**src/hdl/tmf_cfg.svh**
```systemverilog
// addresses, field positions and mode codes of the timer event flags
`ifndef TMF_CFG_SVH
`define TMF_CFG_SVH
`define TMF_ADDR_W 16
`define TMF_T1_FLAGS_ADDR 16'h0036
`define TMF_T3_FLAGS_ADDR 16'h0038
`define TMF_T4_FLAGS_ADDR 16'h0039
`define TMF_IO_OFFSET 16'h0020
`define TMF_IO_MAX 16'h003F
`define TMF_EXT_BASE 16'h0060
`define TMF_FLAGS_RESET 8'h00
`define TMF_BIT_CAPTURE 5
`define TMF_BIT_MATCH_B 2
`define TMF_BIT_MATCH_A 1
`define TMF_BIT_OVERFLOW 0
`define TMF_SRC_OVERFLOW 2'h0
`define TMF_SRC_MATCH_A 2'h1
`define TMF_SRC_MATCH_B 2'h2
`define TMF_SRC_CAPTURE 2'h3
`define TMF_MODE_NORMAL 4'h0
`define TMF_MODE_CTC_CMP 4'h4
`define TMF_MODE_CTC_ICR 4'hC
`define TMF_MODE_FAST_ICR 4'hE
`define TMF_MODE_RESERVED 4'hD
`define TMF_COUNT_MAX 16'hFFFF
`define TMF_PRESC_W 10
`endif

```
**src/hdl/tmf_pkg.sv**
```systemverilog
// types shared by the timer event flag logic
package tmf_pkg;
  typedef struct packed {
    logic [15:0] count;
    logic [15:0] cmp_a;
    logic [15:0] cmp_b;
    logic [15:0] cap_value;
    logic [3:0] mode;
    logic [2:0] clk_sel;
    logic cap_edge;
    logic force_a;
    logic force_b;
  } tmf_tin_t;
  // order matches flag nibble: capture, match b, match a, overflow
  typedef struct packed {
    logic capture;
    logic match_b;
    logic match_a;
    logic overflow;
  } tmf_evt_t;
  typedef struct packed {
    logic pin_s1;
    logic pin_s2;
    logic pin_prev;
    logic pend_a;
    logic pend_b;
  } tmf_tev_state_t;
  typedef struct packed {
    logic [2:0][3:0] flags;
    logic [7:0] rdata;
    logic [11:0] irq;
    logic [9:0] presc;
  } tmf_top_state_t;
endpackage

```
**src/hdl/tmf_timer_events.sv**
```systemverilog
// event detection for one 16-bit timer: capture, compare matches, overflow
`timescale 1ns/100ps
`include "tmf_cfg.svh"
module tmf_timer_events
  import tmf_pkg::*;
(
  input wire logic clk,
  input wire logic reset,
  input tmf_tin_t tin,
  input wire logic tick,
  input wire logic cap_pin,
  output tmf_evt_t evt
);
  tmf_tev_state_t q;
  tmf_tev_state_t d;
  logic icr_top;
  logic [15:0] top;
  logic at_top;
  logic edge_seen;

  function automatic logic [15:0] top_of(input tmf_tin_t t);
    case (t.mode)
      4'h1, 4'h5: top_of = 16'h00FF;
      4'h2, 4'h6: top_of = 16'h01FF;
      4'h3, 4'h7: top_of = 16'h03FF;
      4'h8, 4'hA, 4'hC, 4'hE: top_of = t.cap_value;
      4'h4, 4'h9, 4'hB, 4'hF: top_of = t.cmp_a;
      default: top_of = `TMF_COUNT_MAX;
    endcase
  endfunction

  always_comb
  begin
    d = q;
    d.pin_s1 = cap_pin;
    d.pin_s2 = q.pin_s1;
    d.pin_prev = q.pin_s2;
    // match latched on one timer tick, flagged on the next
    if (tick)
    begin
      d.pend_a = (tin.count == tin.cmp_a); // RULE6
      d.pend_b = (tin.count == tin.cmp_b); // RULE6
    end
    icr_top = (tin.mode == `TMF_MODE_CTC_ICR) || (tin.mode == `TMF_MODE_FAST_ICR);
    top = top_of(tin);
    at_top = tick && (tin.count == top);
    edge_seen = (q.pin_s2 != q.pin_prev) && (q.pin_s2 == tin.cap_edge);
    evt.capture = icr_top ? at_top : edge_seen; // RULE4 RULE5
    // force strobes never reach the match path
    evt.match_a = tick && q.pend_a; // RULE6 RULE7
    evt.match_b = tick && q.pend_b; // RULE6 RULE7
    case (tin.mode)
      `TMF_MODE_NORMAL, `TMF_MODE_CTC_CMP, `TMF_MODE_CTC_ICR:
        evt.overflow = tick && (tin.count == `TMF_COUNT_MAX); // RULE8
      4'h5, 4'h6, 4'h7, 4'hE, 4'hF:
        evt.overflow = at_top; // RULE8
      `TMF_MODE_RESERVED:
        evt.overflow = 1'b0;
      default:
        evt.overflow = tick && (tin.count == 16'h0000); // RULE8
    endcase
  end

  always_ff @(posedge clk)
  begin
    if (reset)
      q <= '0;
    else
      q <= d;
  end

  property p_capture_pin;
    @(posedge clk) disable iff (reset)
    (evt.capture && !icr_top && tin.cap_edge) |-> ($past(cap_pin, 2) && !$past(cap_pin, 3));
  endproperty
  a_capture_pin: assert property (p_capture_pin) else $error("capture without pin rise"); // RULE4

  property p_capture_top;
    @(posedge clk) disable iff (reset)
    (icr_top && tick && tin.count == tin.cap_value) |-> evt.capture;
  endproperty
  a_capture_top: assert property (p_capture_top) else $error("capture missed at top"); // RULE5

  property p_match_next;
    @(posedge clk) disable iff (reset)
    (tick && tin.count == tin.cmp_a) ##1 tick |-> evt.match_a;
  endproperty
  a_match_next: assert property (p_match_next) else $error("match a not flagged"); // RULE6

  property p_force_silent;
    @(posedge clk) disable iff (reset)
    (tin.force_b && !q.pend_b) |-> !evt.match_b;
  endproperty
  a_force_silent: assert property (p_force_silent) else $error("force set match b"); // RULE7

  property p_overflow_normal;
    @(posedge clk) disable iff (reset)
    (evt.overflow && tin.mode == `TMF_MODE_NORMAL) |-> (tin.count == `TMF_COUNT_MAX);
  endproperty
  a_overflow_normal: assert property (p_overflow_normal) else $error("overflow off max"); // RULE8

  c_capture: cover property (@(posedge clk) disable iff (reset) evt.capture);
endmodule

```
**src/hdl/tmf_flags.sv**
```systemverilog
// flag registers, bus decode, vector clear and requests of timers 1, 3 and 4
// Operation
// RULE1: decode data address and I/O address plus 0x20
// RULE2: extended area only by load and store
// RULE3: capture bit5, B bit2, A bit1, overflow bit0
// RULE4: capture pin event sets capture flag; the code ignores the pin in modes 0xC and 0xE
// RULE5: capture-register top reached sets capture flag; the code does so only in modes 0xC and 0xE, not in 0x8 or 0xA
// RULE6: compare flag set one tick after match
// RULE7: forced compare strobe never sets flag
// RULE8: overflow flag point follows waveform mode
// RULE9: vector execution clears its flag
// RULE10: writing one clears a flag
// RULE11: flags at 0x36, 0x38, 0x39
// RULE12: one shared prescaler, separate tap selects
// RULE13: request needs flag, enable and global enable
// RULE14: zero writes and unused bits do nothing
// RULE15: hardware set beats same-cycle clear
`timescale 1ns/100ps
`include "tmf_cfg.svh"
module tmf_flags
  import tmf_pkg::*;
#(
  parameter int NUM_TIMERS = 3
)
(
  input wire logic clk,
  input wire logic reset,
  input wire logic [15:0] bus_addr,
  input wire logic bus_io,
  input wire logic bus_wr,
  input wire logic bus_rd,
  input wire logic [7:0] bus_wdata,
  output logic [7:0] bus_rdata,
  input wire logic vec_ack,
  input wire logic [1:0] vec_timer,
  input wire logic [1:0] vec_src,
  input wire logic global_ie,
  input wire logic [7:0] t_event_mask [NUM_TIMERS],
  input wire logic presc_reset,
  input tmf_tin_t t_in [NUM_TIMERS],
  input wire logic [NUM_TIMERS-1:0] cap_pin,
  output logic [11:0] irq
);
  tmf_top_state_t q;
  tmf_top_state_t d;
  tmf_evt_t evt [NUM_TIMERS];
  logic [NUM_TIMERS-1:0] tick;
  logic [1:0] hit_idx;
  logic hit;
  logic [3:0] clr;

  function automatic logic tap_tick(input logic [2:0] sel, input logic [9:0] p);
    case (sel)
      3'h1: tap_tick = 1'b1;
      3'h2: tap_tick = &p[2:0];
      3'h3: tap_tick = &p[5:0];
      3'h4: tap_tick = &p[7:0];
      3'h5: tap_tick = &p[9:0];
      default: tap_tick = 1'b0;
    endcase
  endfunction

  // full data address, or no hit for I/O outside the short window
  function automatic logic [2:0] decode(input logic [15:0] a, input logic io);
    logic [15:0] full;
    full = io ? (a + `TMF_IO_OFFSET) : a; // RULE1
    if (io && (a > `TMF_IO_MAX || full >= `TMF_EXT_BASE)) // RULE2
      decode = 3'h0;
    else if (full == `TMF_T1_FLAGS_ADDR) // RULE11
      decode = 3'h4;
    else if (full == `TMF_T3_FLAGS_ADDR)
      decode = 3'h5;
    else if (full == `TMF_T4_FLAGS_ADDR)
      decode = 3'h6;
    else
      decode = 3'h0;
  endfunction

  function automatic logic [7:0] to_byte(input logic [3:0] f);
    logic [7:0] b;
    b = `TMF_FLAGS_RESET;
    b[`TMF_BIT_CAPTURE] = f[3]; // RULE3
    b[`TMF_BIT_MATCH_B] = f[2];
    b[`TMF_BIT_MATCH_A] = f[1];
    b[`TMF_BIT_OVERFLOW] = f[0];
    to_byte = b;
  endfunction

  function automatic logic [3:0] from_byte(input logic [7:0] b);
    from_byte = {b[`TMF_BIT_CAPTURE], b[`TMF_BIT_MATCH_B], b[`TMF_BIT_MATCH_A],
                 b[`TMF_BIT_OVERFLOW]};
  endfunction

  for (genvar t = 0; t < NUM_TIMERS; t++)
  begin : g_timer
    assign tick[t] = tap_tick(t_in[t].clk_sel, q.presc); // RULE12
    tmf_timer_events u_events (
      .clk(clk),
      .reset(reset),
      .tin(t_in[t]),
      .tick(tick[t]),
      .cap_pin(cap_pin[t]),
      .evt(evt[t])
    );
  end

  always_comb
  begin
    d = q;
    {hit, hit_idx} = decode(bus_addr, bus_io);
    d.presc = presc_reset ? 10'h000 : q.presc + 10'h001; // RULE12
    d.rdata = 8'h00;
    if (bus_rd && hit)
      d.rdata = to_byte(q.flags[hit_idx]);
    for (int t = 0; t < NUM_TIMERS; t++)
    begin
      clr = 4'h0;
      // only ones clear; zero bits and unused positions are ignored
      if (bus_wr && hit && hit_idx == t[1:0])
        clr = from_byte(bus_wdata); // RULE10 RULE14
      if (vec_ack && vec_timer == t[1:0])
        clr[vec_src] = 1'b1; // RULE9
      d.flags[t] = (q.flags[t] & ~clr) | evt[t]; // RULE15
      d.irq[t*4 +: 4] = q.flags[t] & from_byte(t_event_mask[t]) & {4{global_ie}}; // RULE13
    end
  end

  always_ff @(posedge clk)
  begin
    if (reset)
      q <= '0;
    else
      q <= d;
  end

  assign bus_rdata = q.rdata;
  assign irq = q.irq;

  property p_io_read;
    @(posedge clk) disable iff (reset)
    (bus_rd && bus_io && bus_addr == (`TMF_T1_FLAGS_ADDR - `TMF_IO_OFFSET))
      |=> (bus_rdata == to_byte($past(q.flags[0])));
  endproperty
  a_io_read: assert property (p_io_read) else $error("short I/O read wrong"); // RULE1

  property p_no_ext_io;
    @(posedge clk) disable iff (reset)
    (bus_rd && bus_io && bus_addr >= `TMF_IO_OFFSET) |=> (bus_rdata == 8'h00);
  endproperty
  a_no_ext_io: assert property (p_no_ext_io) else $error("I/O hit outside window"); // RULE2

  property p_reserved_zero;
    @(posedge clk) disable iff (reset)
    bus_rd |=> ((bus_rdata & 8'hD8) == 8'h00);
  endproperty
  a_reserved_zero: assert property (p_reserved_zero) else $error("unused bits read one"); // RULE3

  property p_data_read;
    @(posedge clk) disable iff (reset)
    (bus_rd && !bus_io && bus_addr == `TMF_T3_FLAGS_ADDR)
      |=> (bus_rdata == to_byte($past(q.flags[1])));
  endproperty
  a_data_read: assert property (p_data_read) else $error("timer 3 read wrong"); // RULE11

  property p_vector_clear;
    @(posedge clk) disable iff (reset)
    (vec_ack && vec_timer == 2'h2 && vec_src == `TMF_SRC_OVERFLOW && !evt[2].overflow)
      |=> !q.flags[2][0];
  endproperty
  a_vector_clear: assert property (p_vector_clear) else $error("vector left flag"); // RULE9

  property p_w1c;
    @(posedge clk) disable iff (reset)
    (bus_wr && !bus_io && bus_addr == `TMF_T4_FLAGS_ADDR && bus_wdata[`TMF_BIT_OVERFLOW]
      && !evt[2].overflow) |=> !q.flags[2][0];
  endproperty
  a_w1c: assert property (p_w1c) else $error("write one did not clear"); // RULE10

  property p_write_zero;
    @(posedge clk) disable iff (reset)
    (bus_wr && bus_wdata == 8'h00 && !vec_ack) |=> ((q.flags[0] & $past(q.flags[0])) ==
      $past(q.flags[0]));
  endproperty
  a_write_zero: assert property (p_write_zero) else $error("zero write cleared"); // RULE14

  property p_set_wins;
    @(posedge clk) disable iff (reset)
    (evt[1].match_a && bus_wr && hit && hit_idx == 2'h1 && bus_wdata[`TMF_BIT_MATCH_A])
      |=> q.flags[1][1];
  endproperty
  a_set_wins: assert property (p_set_wins) else $error("event lost to clear"); // RULE15

  property p_irq;
    @(posedge clk) disable iff (reset)
    (q.flags[0][3] && t_event_mask[0][`TMF_BIT_CAPTURE] && global_ie) ##1 !global_ie
      |-> irq[3] ##1 !irq[3];
  endproperty
  a_irq: assert property (p_irq) else $error("request not tied to enables"); // RULE13

  property p_tap;
    @(posedge clk) disable iff (reset)
    (t_in[2].clk_sel == 3'h2 && tick[2]) |-> (q.presc[2:0] == 3'h7);
  endproperty
  a_tap: assert property (p_tap) else $error("tap off prescaler"); // RULE12

  c_io_write: cover property (@(posedge clk) disable iff (reset) bus_wr && bus_io && hit);
  c_vector: cover property (@(posedge clk) disable iff (reset) vec_ack && q.flags[0] != 4'h0);
  c_irq: cover property (@(posedge clk) disable iff (reset) irq != 12'h000);
endmodule

```
**config.mk**
```make
export PLATFORM = sky130hd
export DESIGN_NAME = tmf_flags
export DESIGN_NICKNAME = d
export VERILOG_FILES = /design/src/hdl/tmf_pkg.sv /design/src/hdl/tmf_timer_events.sv /design/src/hdl/tmf_flags.sv
export VERILOG_INCLUDE_DIRS = /design/src /design/src/hdl
export SDC_FILE = /design/constraint.sdc
export NUM_CORES = 1
export LEC_CHECK = 0
export CAP_MARGIN = 20
export CORE_ASPECT_RATIO = 1.25
export CORE_MARGIN = 3
export CORE_UTILIZATION = 42
export DETAILED_ROUTE_END_ITERATION = 10
export DONT_BUFFER_PORTS = 1
export PLACE_DENSITY = 0.54
export SLEW_MARGIN = 20
export SYNTH_ARGS = -nofsm -noshare
export SYNTH_HDL_FRONTEND = slang
export SYNTH_HIERARCHICAL = 1
export SYNTH_SLANG_ARGS = --single-unit
```
**constraint.sdc**
```tcl
create_clock -name clk -period 3.5 [get_ports clk]
set_input_delay 0.175 -clock clk [delete_from_list [all_inputs] [get_ports clk]]
set_output_delay 0.175 -clock clk [all_outputs]
set_load 0.02 [all_outputs]
```
**Word level (Yosys, flattened, before mapping)**

Cells that the tools add are included.
W data, S select, Z words.

- Bits in registers: 57
- Latch bits: 0
- Memory bits (writable): 0
- Bits in read-only memories: 0
- Output and inout bits: 20
- Memories: 0

- Add/subtract/negate cells: 2
- Multipliers: 0
- Div/mod/pow operators: 0
- Magnitude comparators: 5
- Eq/ne operators: 85
- Shift operators: 0
- Multiplexer cells: 27
- Bitwise logic cells: 19
- Reduce and logical (&&, ||, !) cells: 67

Operator list:

| cell | count |
|---|---|
| $pmux W16 S5 | 3 |
| $eq A16 B16 Y1 | 9 |
| $eq A4 B4 Y1 const B | 24 |
| $eq A16 B16 Y1 const B | 3 |
| $eq A16 B6 Y1 const B | 3 |
| $eq A4 B3 Y1 const B | 12 |
| $logic_not A16 Y1 | 3 |
| $and A4 B4 Y4 | 9 |
| $logic_and A1 B1 Y1 | 28 |
| $mux W4 | 7 |
| $eq A4 B2 Y1 const B | 6 |
| $or A4 B4 Y4 | 6 |
| $reduce_or A4 Y1 | 6 |
| $reduce_or A2 Y1 | 11 |
| $eq A3 B2 Y1 const B | 6 |
| $eq A3 B3 Y1 const B | 6 |
| $add A16 B6 Y16 const B | 1 |
| $ge A16 B7 Y1 const B | 1 |
| $gt A16 B6 Y1 const B | 1 |
| $mux W16 | 1 |
| $pmux W1 S5 | 3 |
| $reduce_or A5 Y1 | 3 |
| $eq A4 B1 Y1 const B | 3 |
| $logic_not A4 Y1 | 3 |
| 22 further kinds | 47 |

**Longest topological paths before layout**

Gate-level depths: netlist of the first run.

- Word-level depth: 15
- Depth in mapped cells: 15

**Modules after synthesis**

The synthesis of the first run kept the hierarchy.

Modules (own cells, without submodules):

| module | instances | cells each | area each (um^2) |
|---|---|---|---|
| tmf_timer_events | 3 | 224 | 1456.4 |
| tmf_flags | 1 | 253 | 2153.3 |

**Worst setup path after synthesis of the first run**

OpenSTA, ideal clock, no wires.

- Path type: register to register
- Start point: register q[0] in the netlist's numbering
- End point: register q[33] in the netlist's numbering
- Library setup time: 0.095 ns
- Data arrival time: 3.001 ns
- Path slack: 0.403 ns
- Stages on the path, launching flop included: 15
- Buffers on the path: 0
- Period minus slack after synthesis: 3.097 ns
- Path through: dfxtp_1 ha_1 nand2_1 nor3_1 a21oi_1 o22a_1 a31oi_1 inv_1 a31oi_1 o2111ai_1 nor4_1 or4b_1 a31oi_1 nor4_1 a221oi_1

RTL lines:

| item | RTL line | text |
|---|---|---|
| start: declaration | tmf_flags.sv:44 | `tmf_top_state_t q;` |
| start signal: assignment | tmf_flags.sv:131 | `q <= '0;` |
| start signal: assignment | tmf_flags.sv:133 | `q <= d;` |

==> results of run 1 <==
-- flip-flops by register name, summed over array words and instances, names as in the netlist --
name and count:
q 22, irq 12, g_timer.u_events/q 9, g_timer.u_events/d 6, bus_rdata 4
-- per-stage QoR --
| step | total power, W | setup WS [ps] | instance area (sq um) |
|---|---|---|---|
| 2_1_floorplan | 0.001048 | 403.3 | 6534 |
| 3_3_place_gp | 0.001025 | 157.6 | 6329 |
| 3_5_place_dp | 0.001034 | 70.84 | 6329 |
| 4_1_cts | 0.001601 | 31.52 | 6510 |
| 5_1_grt | 0.001679 | -3.866 | 6568 |
| 6_report | 0.001592 | 188.4 | 6568 |
-- cell type report --
class	instances	area (sq um)	area share, %
Clock buffer	5	125.1	1.905
Clock inverter	3	46.29	0.7049
Inverter	47	176.4	2.686
Multi-Input combinational cell	733	4856	73.94
Sequential cell	53	1064	16.19
Tap cell	208	260.3	3.963
Timing Repair Buffer	5	40.04	0.6096
-- cell usage after synthesis (8+ instances only) --
cell,instances,share of area [%]
dfxtp_1,53,16
xnor2_1,26,3.5
nand4_1,31,3.0
mux2i_1,20,3.1
o2bb2ai_1,14,1.9
nor2b_1,33,3.2
o21ai_0,53,4.1
o22ai_1,28,2.7
buf_2,27,2.1
clkbuf_1,42,2.4
nor4_1,50,4.8
nand2_1,27,1.6
nor2_1,78,4.5
inv_1,44,2.5
nand3_1,19,1.5
a31oi_1,22,2.1
and3_1,13,1.2
a211oi_1,16,1.8
a22o_1,9,1.2
xor2_1,67,9.0
nor3_1,44,3.4
or3_1,29,2.8
nand2b_1,8,0.77
a21oi_1,33,2.5
buf_4,20,2.3
-- metal layers --
layer	vias up	part of all wire, %	GRT usage [%]
met4	0	3.0	8.270
li1	3243	-	-
met5	-	0	0
met1	3214	36	26.30
met2	357	52	45.08
met3	55	8.8	6.376
-- report_power, final --
part | internal [W] | switching (W)
clock | 0.000339 | 0.000223
combinational | 0.000202 | 0.000210
sequential | 0.000612 | 0.00000725
total | 0.00115 | 0.000440
-- cell families after synthesis --
| family | count (synthesis) | synth area share [%] |
|---|---|---|
| fa+ha+maj | 3 | 0.5755 |
| simple gates | 377 | 32.80 |
| xor+xnor | 93 | 12.49 |
| compound gates | 235 | 24.38 |
| flops | 53 | 16.27 |
| buf+inv | 142 | 10.19 |
| mux | 21 | 3.242 |
| other cells | 1 | 0.05749 |
-- how the worst max path moves through the flow --
stage | slack, ps | end
2_1_floorplan | 400 | q[33]
3_3_place_gp | 160 | q[33]
3_5_place_dp | 70 | q[33]
4_1_cts | 30 | q[33]
5_1_grt | -4 | q[33]
6_report | 190 | q[33]
-- what timing repair did --
action | in CTS | in global routing
resized for setup | 0 | 11
buffers inserted | 0 | 1
endpoints found under the setup margin | 0 | 4
endpoints found under the hold margin | 19 | 0
hold buffers | 1 | 0
==> summary.md, run 1 <==
| Metric | Value |
|---|---|
| Most frequent cells in the layout | 78 x nor2_1, 67 x xor2_1, 53 x o21ai_0 |
| Sink Count | 53 |
| Initial Util | between 40% and 50% |
| Setup TNS after final layout | 0 ps |
| Vias per inst | about 6.5 |
| Reg clk slew, reported paths | 70 ps |
| Final net count | around 1100 |
| Final Routed Wirelength | between 20 and 25 mm |
| Number of buffers on the longest clock path | 2 |
| Post-synth top flop | dfxtp_1 |
| FF+latch count, synth | 53 |
| Layout area overhead | 0.6906% |
| Final hold slack | around 11 ps |
| Max Clk Rate | approximately 300 MHz |
| Post-Synthesis Cells | 925 |
| H-tree depth | 2 |
| Path type of the worst min-delay path | primary input to register |
| Worst reg2reg endpoint | q[33] |
| Final Util | 43.56% |
| DRC Markers | 0 |
| Reg-to-Reg Start | q[0] |
| Slew margin rel. | between 30 and 40% |
| Global placement routability congestion | between 0.9 and 1 |
| Crit. End Element | register |
| FILL cells | around 1600 |
| DIE AREA | between 15000 and 20000 sq um |
| CP Cell Sequence | ha_2, nand2_1, or2_4, mux2_2, o22a_1, a31oi_2, inv_1, a31oi_1, o2111ai_1, nor4_1, or4b_4, a31oi_4, nor4_1, a221oi_1 |
| CTS tree | done |
| Die height | 145.3 um |
| Global-route wire length before repair | about 35 mm |
| Max Clock Skew | about 8.6 ps |
| Commonest non-fill, non-tap cell in the layout | nor2_1 |
| Final period utilization | approximately 95% |
| Gr usage total | 24.15% |
| PD cells | 242.4 nW/um^2 |
| Vias in the first global route | roughly 6800 |
| Top cell family by delay on the critical path | compound AO/OA/AOI/OAI gates |
| # diodes | 0 |
| Slowest stage cell, crit path | or4b_4 |
| Clock latency on the worst-skew pair | ~290 ps |
| Post-synthesis sequential area ratio | about 16% |
| Crit path required time | between 3000 and 4000 ps |
| Syn_area_per_cell | approximately 7.1 sq um |
| Ys async rst share | 0% |
| Final hold violations | 0 |
| Worst setup path class | register to register |
| YS warnings | 6 |
| Outcome | completed |
| Antenna violations before repair | 0 |
| Setup-failing EPs final | 0 |
| Antenna Nets Post-Route | 0 |
| Routed len/inst | between 20 and 25 um |
| Count of cells along the worst hold path | 1 |
| Reg2Reg Depth | 14 |
| Slew @ Worst Pin | between 1000 and 1500 ps |
| Stages on worst setup path | 14 |
| Worst R2R Setup Slack | between 150 and 200 ps |
| Largest net degree at the start of global routing | 32 |
| Placed cells | about 1000 |
| Worst Path Arrival | approximately 3500 ps |
| Top cell by count, worst path | nor4_1 |
| Total CTS buffers | 5 |
| Layout cells sized above 1 | 4.374% |
| Root buf cell | clkbuf_16 |
| IO Port Bufs | 0 |
| IO Count | around 310 |
| Number of synthesized flops with an enable pin | 0 |
| Max Cap Viol | 0 |
| Leak Pwr | 2.191 nW |
| Die Wd | around 120 um |
| Max incr delay on CP | between 500 and 600 ps |
| Site Rows | 50 |
| Max Slew Vio Count | 0 |
| Vias after detailed routing | 6869 |
| Min Clock Period, post-route | 3312 ps |
| Core area | ~15000 sq um |
| Hold endpoint | g_timer[0].u_events/d[3] |
| Beginning of the critical path | q[0] |
| 1st-pass router iterations | 5 |
| Remaining global-route overflow | 0 |
| Hold Startpoint | cap_pin[0] |
| Worst Path Buf+Inv | 1 |
| Final HPWL DP | 18.04 mm |
| Netlist cell types | 67 |
| Post-Syn Area | roughly 6500 sq um |
| Max IR drop VDD | 161.0 uV |
| CP Max Fanout | 4 |
| Layout Cells excl Fill | between 1000 and 1500 |
| Initial DRC count | approximately 460 |
| Crit path launch type | register |
No activity file was read; power rests on OpenSTA's default activity.
==> run 2, diff against run 1 <==
ABC_AREA = 1   (was not set)
==> run 2 against run 1 <==
Flip-flop and latch count unchanged; sequential power barely moved; critical path depth rose by 2; largest cell class unchanged; highest routed layer unchanged.
==> summary.md, run 2 <==
| Metric | Value |
|---|---|
| YS warnings | 6 (unchanged) |
| Die height | 146.9 um (was 145.3 um) |
| Path type of the worst min-delay path | primary input to register (unchanged) |
| Max IR drop VDD | 176.2 uV (was 161.0 uV) |
| IO Count | 305 (unchanged) |
| DRC Markers | 0 (unchanged) |
| Max reg flops | 22 (unchanged) |
| CTS tree | done (unchanged) |
| Max Cap Viol | 0 (unchanged) |
| Syn_area_per_cell | 5.839 sq um (was 7.051 sq um) |
| DIE AREA | 17450 sq um (was 17070 sq um) |
| Final Cell Area | 6922 sq um (was 6568 sq um) |
| Worst setup path class | register to register (unchanged) |
| Initial DRC count | 358 (was 455) |
| Vias per inst | 5.346 (was 6.517) |
| Slowest stage cell, crit path | dfxtp_1 (was or4b_4) |
| Number of synthesized flops with an enable pin | 0 (unchanged) |
| Max Clock Skew | 5.144 ps (was 8.556 ps) |
| Placed cell areas | 6604 sq um (was 6329 sq um) |
| Final HPWL DP | 17.31 mm (was 18.04 mm) |
| PD cells | 235.6 nW/um^2 (was 242.4 nW/um^2) |
| Largest reg by FF count | q (unchanged) |
| Leak Pwr | 3.048 nW (was 2.191 nW) |
| Gr usage total | 23.02% (was 24.15%) |
| 1st-pass router iterations | 5 (unchanged) |
| Commonest non-fill, non-tap cell in the layout | nand2_1 (was nor2_1) |
| Most frequent cells in the layout | 299 x nand2_1, 144 x inv_1, 114 x nand3_1 (was 78 x nor2_1, 67 x xor2_1, 53 x o21ai_0) |
| Reg power frac | 38.0% (was 38.9%) |
| Area leader, netlist | nand2_1 (was dfxtp_1) |
| Final hold violations | 0 (unchanged) |
| Post-synthesis sequential area ratio | 15.90% (was 16.27%) |
| Sw Ratio | 33.39% (was 27.64%) |
| Initial Util | 43.72% (was 43.26%) |
| Root buf cell | clkbuf_16 (unchanged) |
| Sw Pwr | 0.0005446 W (was 0.0004402 W) |
| Die Wd | 118.8 um (was 117.5 um) |
| Core area | 15260 sq um (was 15080 sq um) |
| CP Max Fanout | 7 (was 4) |
| Slew margin rel. | 64.41% (was 32.16%) |
| Site Rows | 50 (unchanged) |
| Slew @ Worst Pin | 529.8 ps (was 1013 ps) |
| Crit path launch type | register (unchanged) |
| Number of buffers on the longest clock path | 2 (unchanged) |
| Crit path required time | 3730 ps (was 3690 ps) |
| Crit. End Element | register (unchanged) |
| Post-Synthesis Cells | 1143 (was 925) |
| Placed cells | 1310 (was 1044) |
| H-tree depth | 2 (unchanged) |
| Global placement routability congestion | 0.9076 (was 0.9002) |
| Final period utilization | 80.13% (was 94.62%) |
| Remaining global-route overflow | 0 (unchanged) |
| IO Port Bufs | 0 (unchanged) |
| Internal | 0.001086 W (was 0.001152 W) |
| Max incr delay on CP | 350 ps (was 520 ps) |
| Vias in the first global route | 6905 (was 6790) |
| Layout area overhead | 3.712% (was 0.6906%) |
| Count leader, synth | nand2_1 (was nor2_1) |
| Ys async rst share | 0% (unchanged) |
| Layout cells sized above 1 | 7.993% (was 4.374%) |
| Outcome | completed (unchanged) |
| Post-Syn Area | 6674 sq um (was 6523 sq um) |
| Final Routed Wirelength | 20.78 mm (was 22.19 mm) |
| Fraction of power consumed by the clock network | 30.1% (was 35.2%) |
| CP Cell Sequence | ha_1, nand3_1, nor2_1, inv_1, nor2_1, nand2_1, nor3_1, inv_1, a31oi_1, buf_4, inv_1, a21oi_1, nand3_1, nor4_1, nand3_1, a21oi_1 (was ha_2, nand2_1, or2_4, mux2_2, o22a_1, a31oi_2, inv_1, a31oi_1, o2111ai_1, nor4_1, or4b_4, a31oi_4, nor4_1, a221oi_1) |
| Synth area leaders | nand2_1 17%, dfxtp_1 16%, nand3_1 8.5%, inv_1 8.1%, nand4_1 6.0% (was dfxtp_1 16%, xor2_1 9.0%, nor4_1 4.8%, nor2_1 4.5%, o21ai_0 4.1%) |
| Antenna Nets Post-Route | 0 (unchanged) |
| Largest net degree at the start of global routing | 28 (was 32) |
| FF+latch count, synth | 53 (unchanged) |
| RSZ-0062 raised after global routing | no |
| Combinational Power Share | 31.9% (was 25.9%) |
| Setup TNS after final layout | 0 ps (unchanged) |
| Worst Path Arrival | 3030 ps (was 3500 ps) |
| Antenna violations before repair | 0 (unchanged) |
| Clock latency on the worst-skew pair | 290 ps (about the same) |
| Final net count | 1413 (was 1133) |
| Sink Count | 53 (unchanged) |
| Min Clock Period, post-route | 2804 ps (was 3312 ps) |
| Top cell type's share of synthesized area | 16.82% (was 16.27%) |
| Max Slew Vio Count | 0 (unchanged) |
| Max Clk Rate | 356.6 MHz (was 302.0 MHz) |
| Routed len/inst | 15.58 um (was 21.05 um) |
| Reg clk slew, reported paths | 70 ps (about the same) |
| List of most frequent post-synthesis cells | 299 x nand2_1, 144 x inv_1, 114 x nand3_1 (was 78 x nor2_1, 67 x xor2_1, 53 x dfxtp_1, 53 x o21ai_0, 50 x nor4_1) |
| Post-cts sizing count | 0 (unchanged) |
| Post-synth top flop | dfxtp_1 (unchanged) |
| Total CTS buffers | 5 (unchanged) |
| # diodes | 0 (unchanged) |
| Setup-failing EPs final | 0 (unchanged) |
| Global-route wire length before repair | 33.85 mm (was 34.92 mm) |
| Netlist cell types | 43 (was 67) |
| Vias after detailed routing | 7132 (was 6869) |
| Layout Cells excl Fill | 1334 (was 1054) |
run 2: cell type report:
cell class,count,area [sq um]
inverter,154,578.1
sequential,53,1061
timing repair buffer,19,192.7
multi-input combinational,892,4682
clock inverter,3,22.52
fill,1773,8343
clock buffer,5,125.1
tap,208,260.3
run 2: final timing paths:
check                                               from                        to  slack (ps)  depth (start not counted)
worst max-delay path                                q[0]  g_timer[2].u_events/q[0]         700                         16
worst min-delay path                        bus_wdata[5]                     q[41]          90                          3
worst max register to register                      q[0]  g_timer[2].u_events/q[0]         700                         16
worst min register to register  g_timer[0].u_events/d[3]  g_timer[0].u_events/d[2]         410                          2
run 2: kinds of logic after synthesis:
group | share of synthesized area (%)
simple gates | 50.04
compound gates | 11.06
buf+inv | 14.12
fa+ha+maj | 0.5625
flops | 15.90
xor+xnor | 8.268
other cells | 0.05619
run 2: stage by stage:
stage | worst slack (ps) | total power, W | hold slack [ps] | util [%]
after floorplan | 1025 | 0.001076 | 237.4 | -
after global placement | 789.5 | 0.001131 | 246.0 | 43.26
after detailed placement | 688.1 | 0.001132 | 245.6 | 43.26
after CTS | 668.6 | 0.001654 | 87.87 | 45.34
after global routing | 330.7 | 0.001752 | 92.53 | 45.34
final | 695.6 | 0.001631 | 90.01 | 45.34
run 2: worst max-delay path, delay by kind of cell (launching register included):
family,cells,cell delay [ps]
flip-flops,1,350
adder cells (fa/ha/maj),1,180
AND/OR/NAND/NOR,8,1290
AO/OA/AOI/OAI,3,440
buffers and inverters,4,470
run 2: power groups by stage:
stage               combinational [W]  clock, W  sequential (W)
global placement             0.000497         0        0.000633
detailed placement           0.000498         0        0.000633
CTS                          0.000523  0.000513        0.000619
finish                       0.000521  0.000491        0.000619
global route                 0.000598  0.000534        0.000620
floorplan                    0.000445         0        0.000631
run 2: per-layer routing:
metal / global-route usage, % / share of wire, % / vias to the layer above
met5: 0 / 0 / -
met4: 4.232 / 1.5 / 0
met3: 5.391 / 7.8 / 25
met2: 41.76 / 50 / 252
met1: 27.82 / 41 / 3144
li1: - / - / 3711
run 2: timing repair:
item / 4_1_cts / 5_1_grt
setup endpoints to repair: 0 / 0
buffers inserted: 0 / 0
hold buffers: 16 / 0
endpoints found under the hold margin: 39 / 0
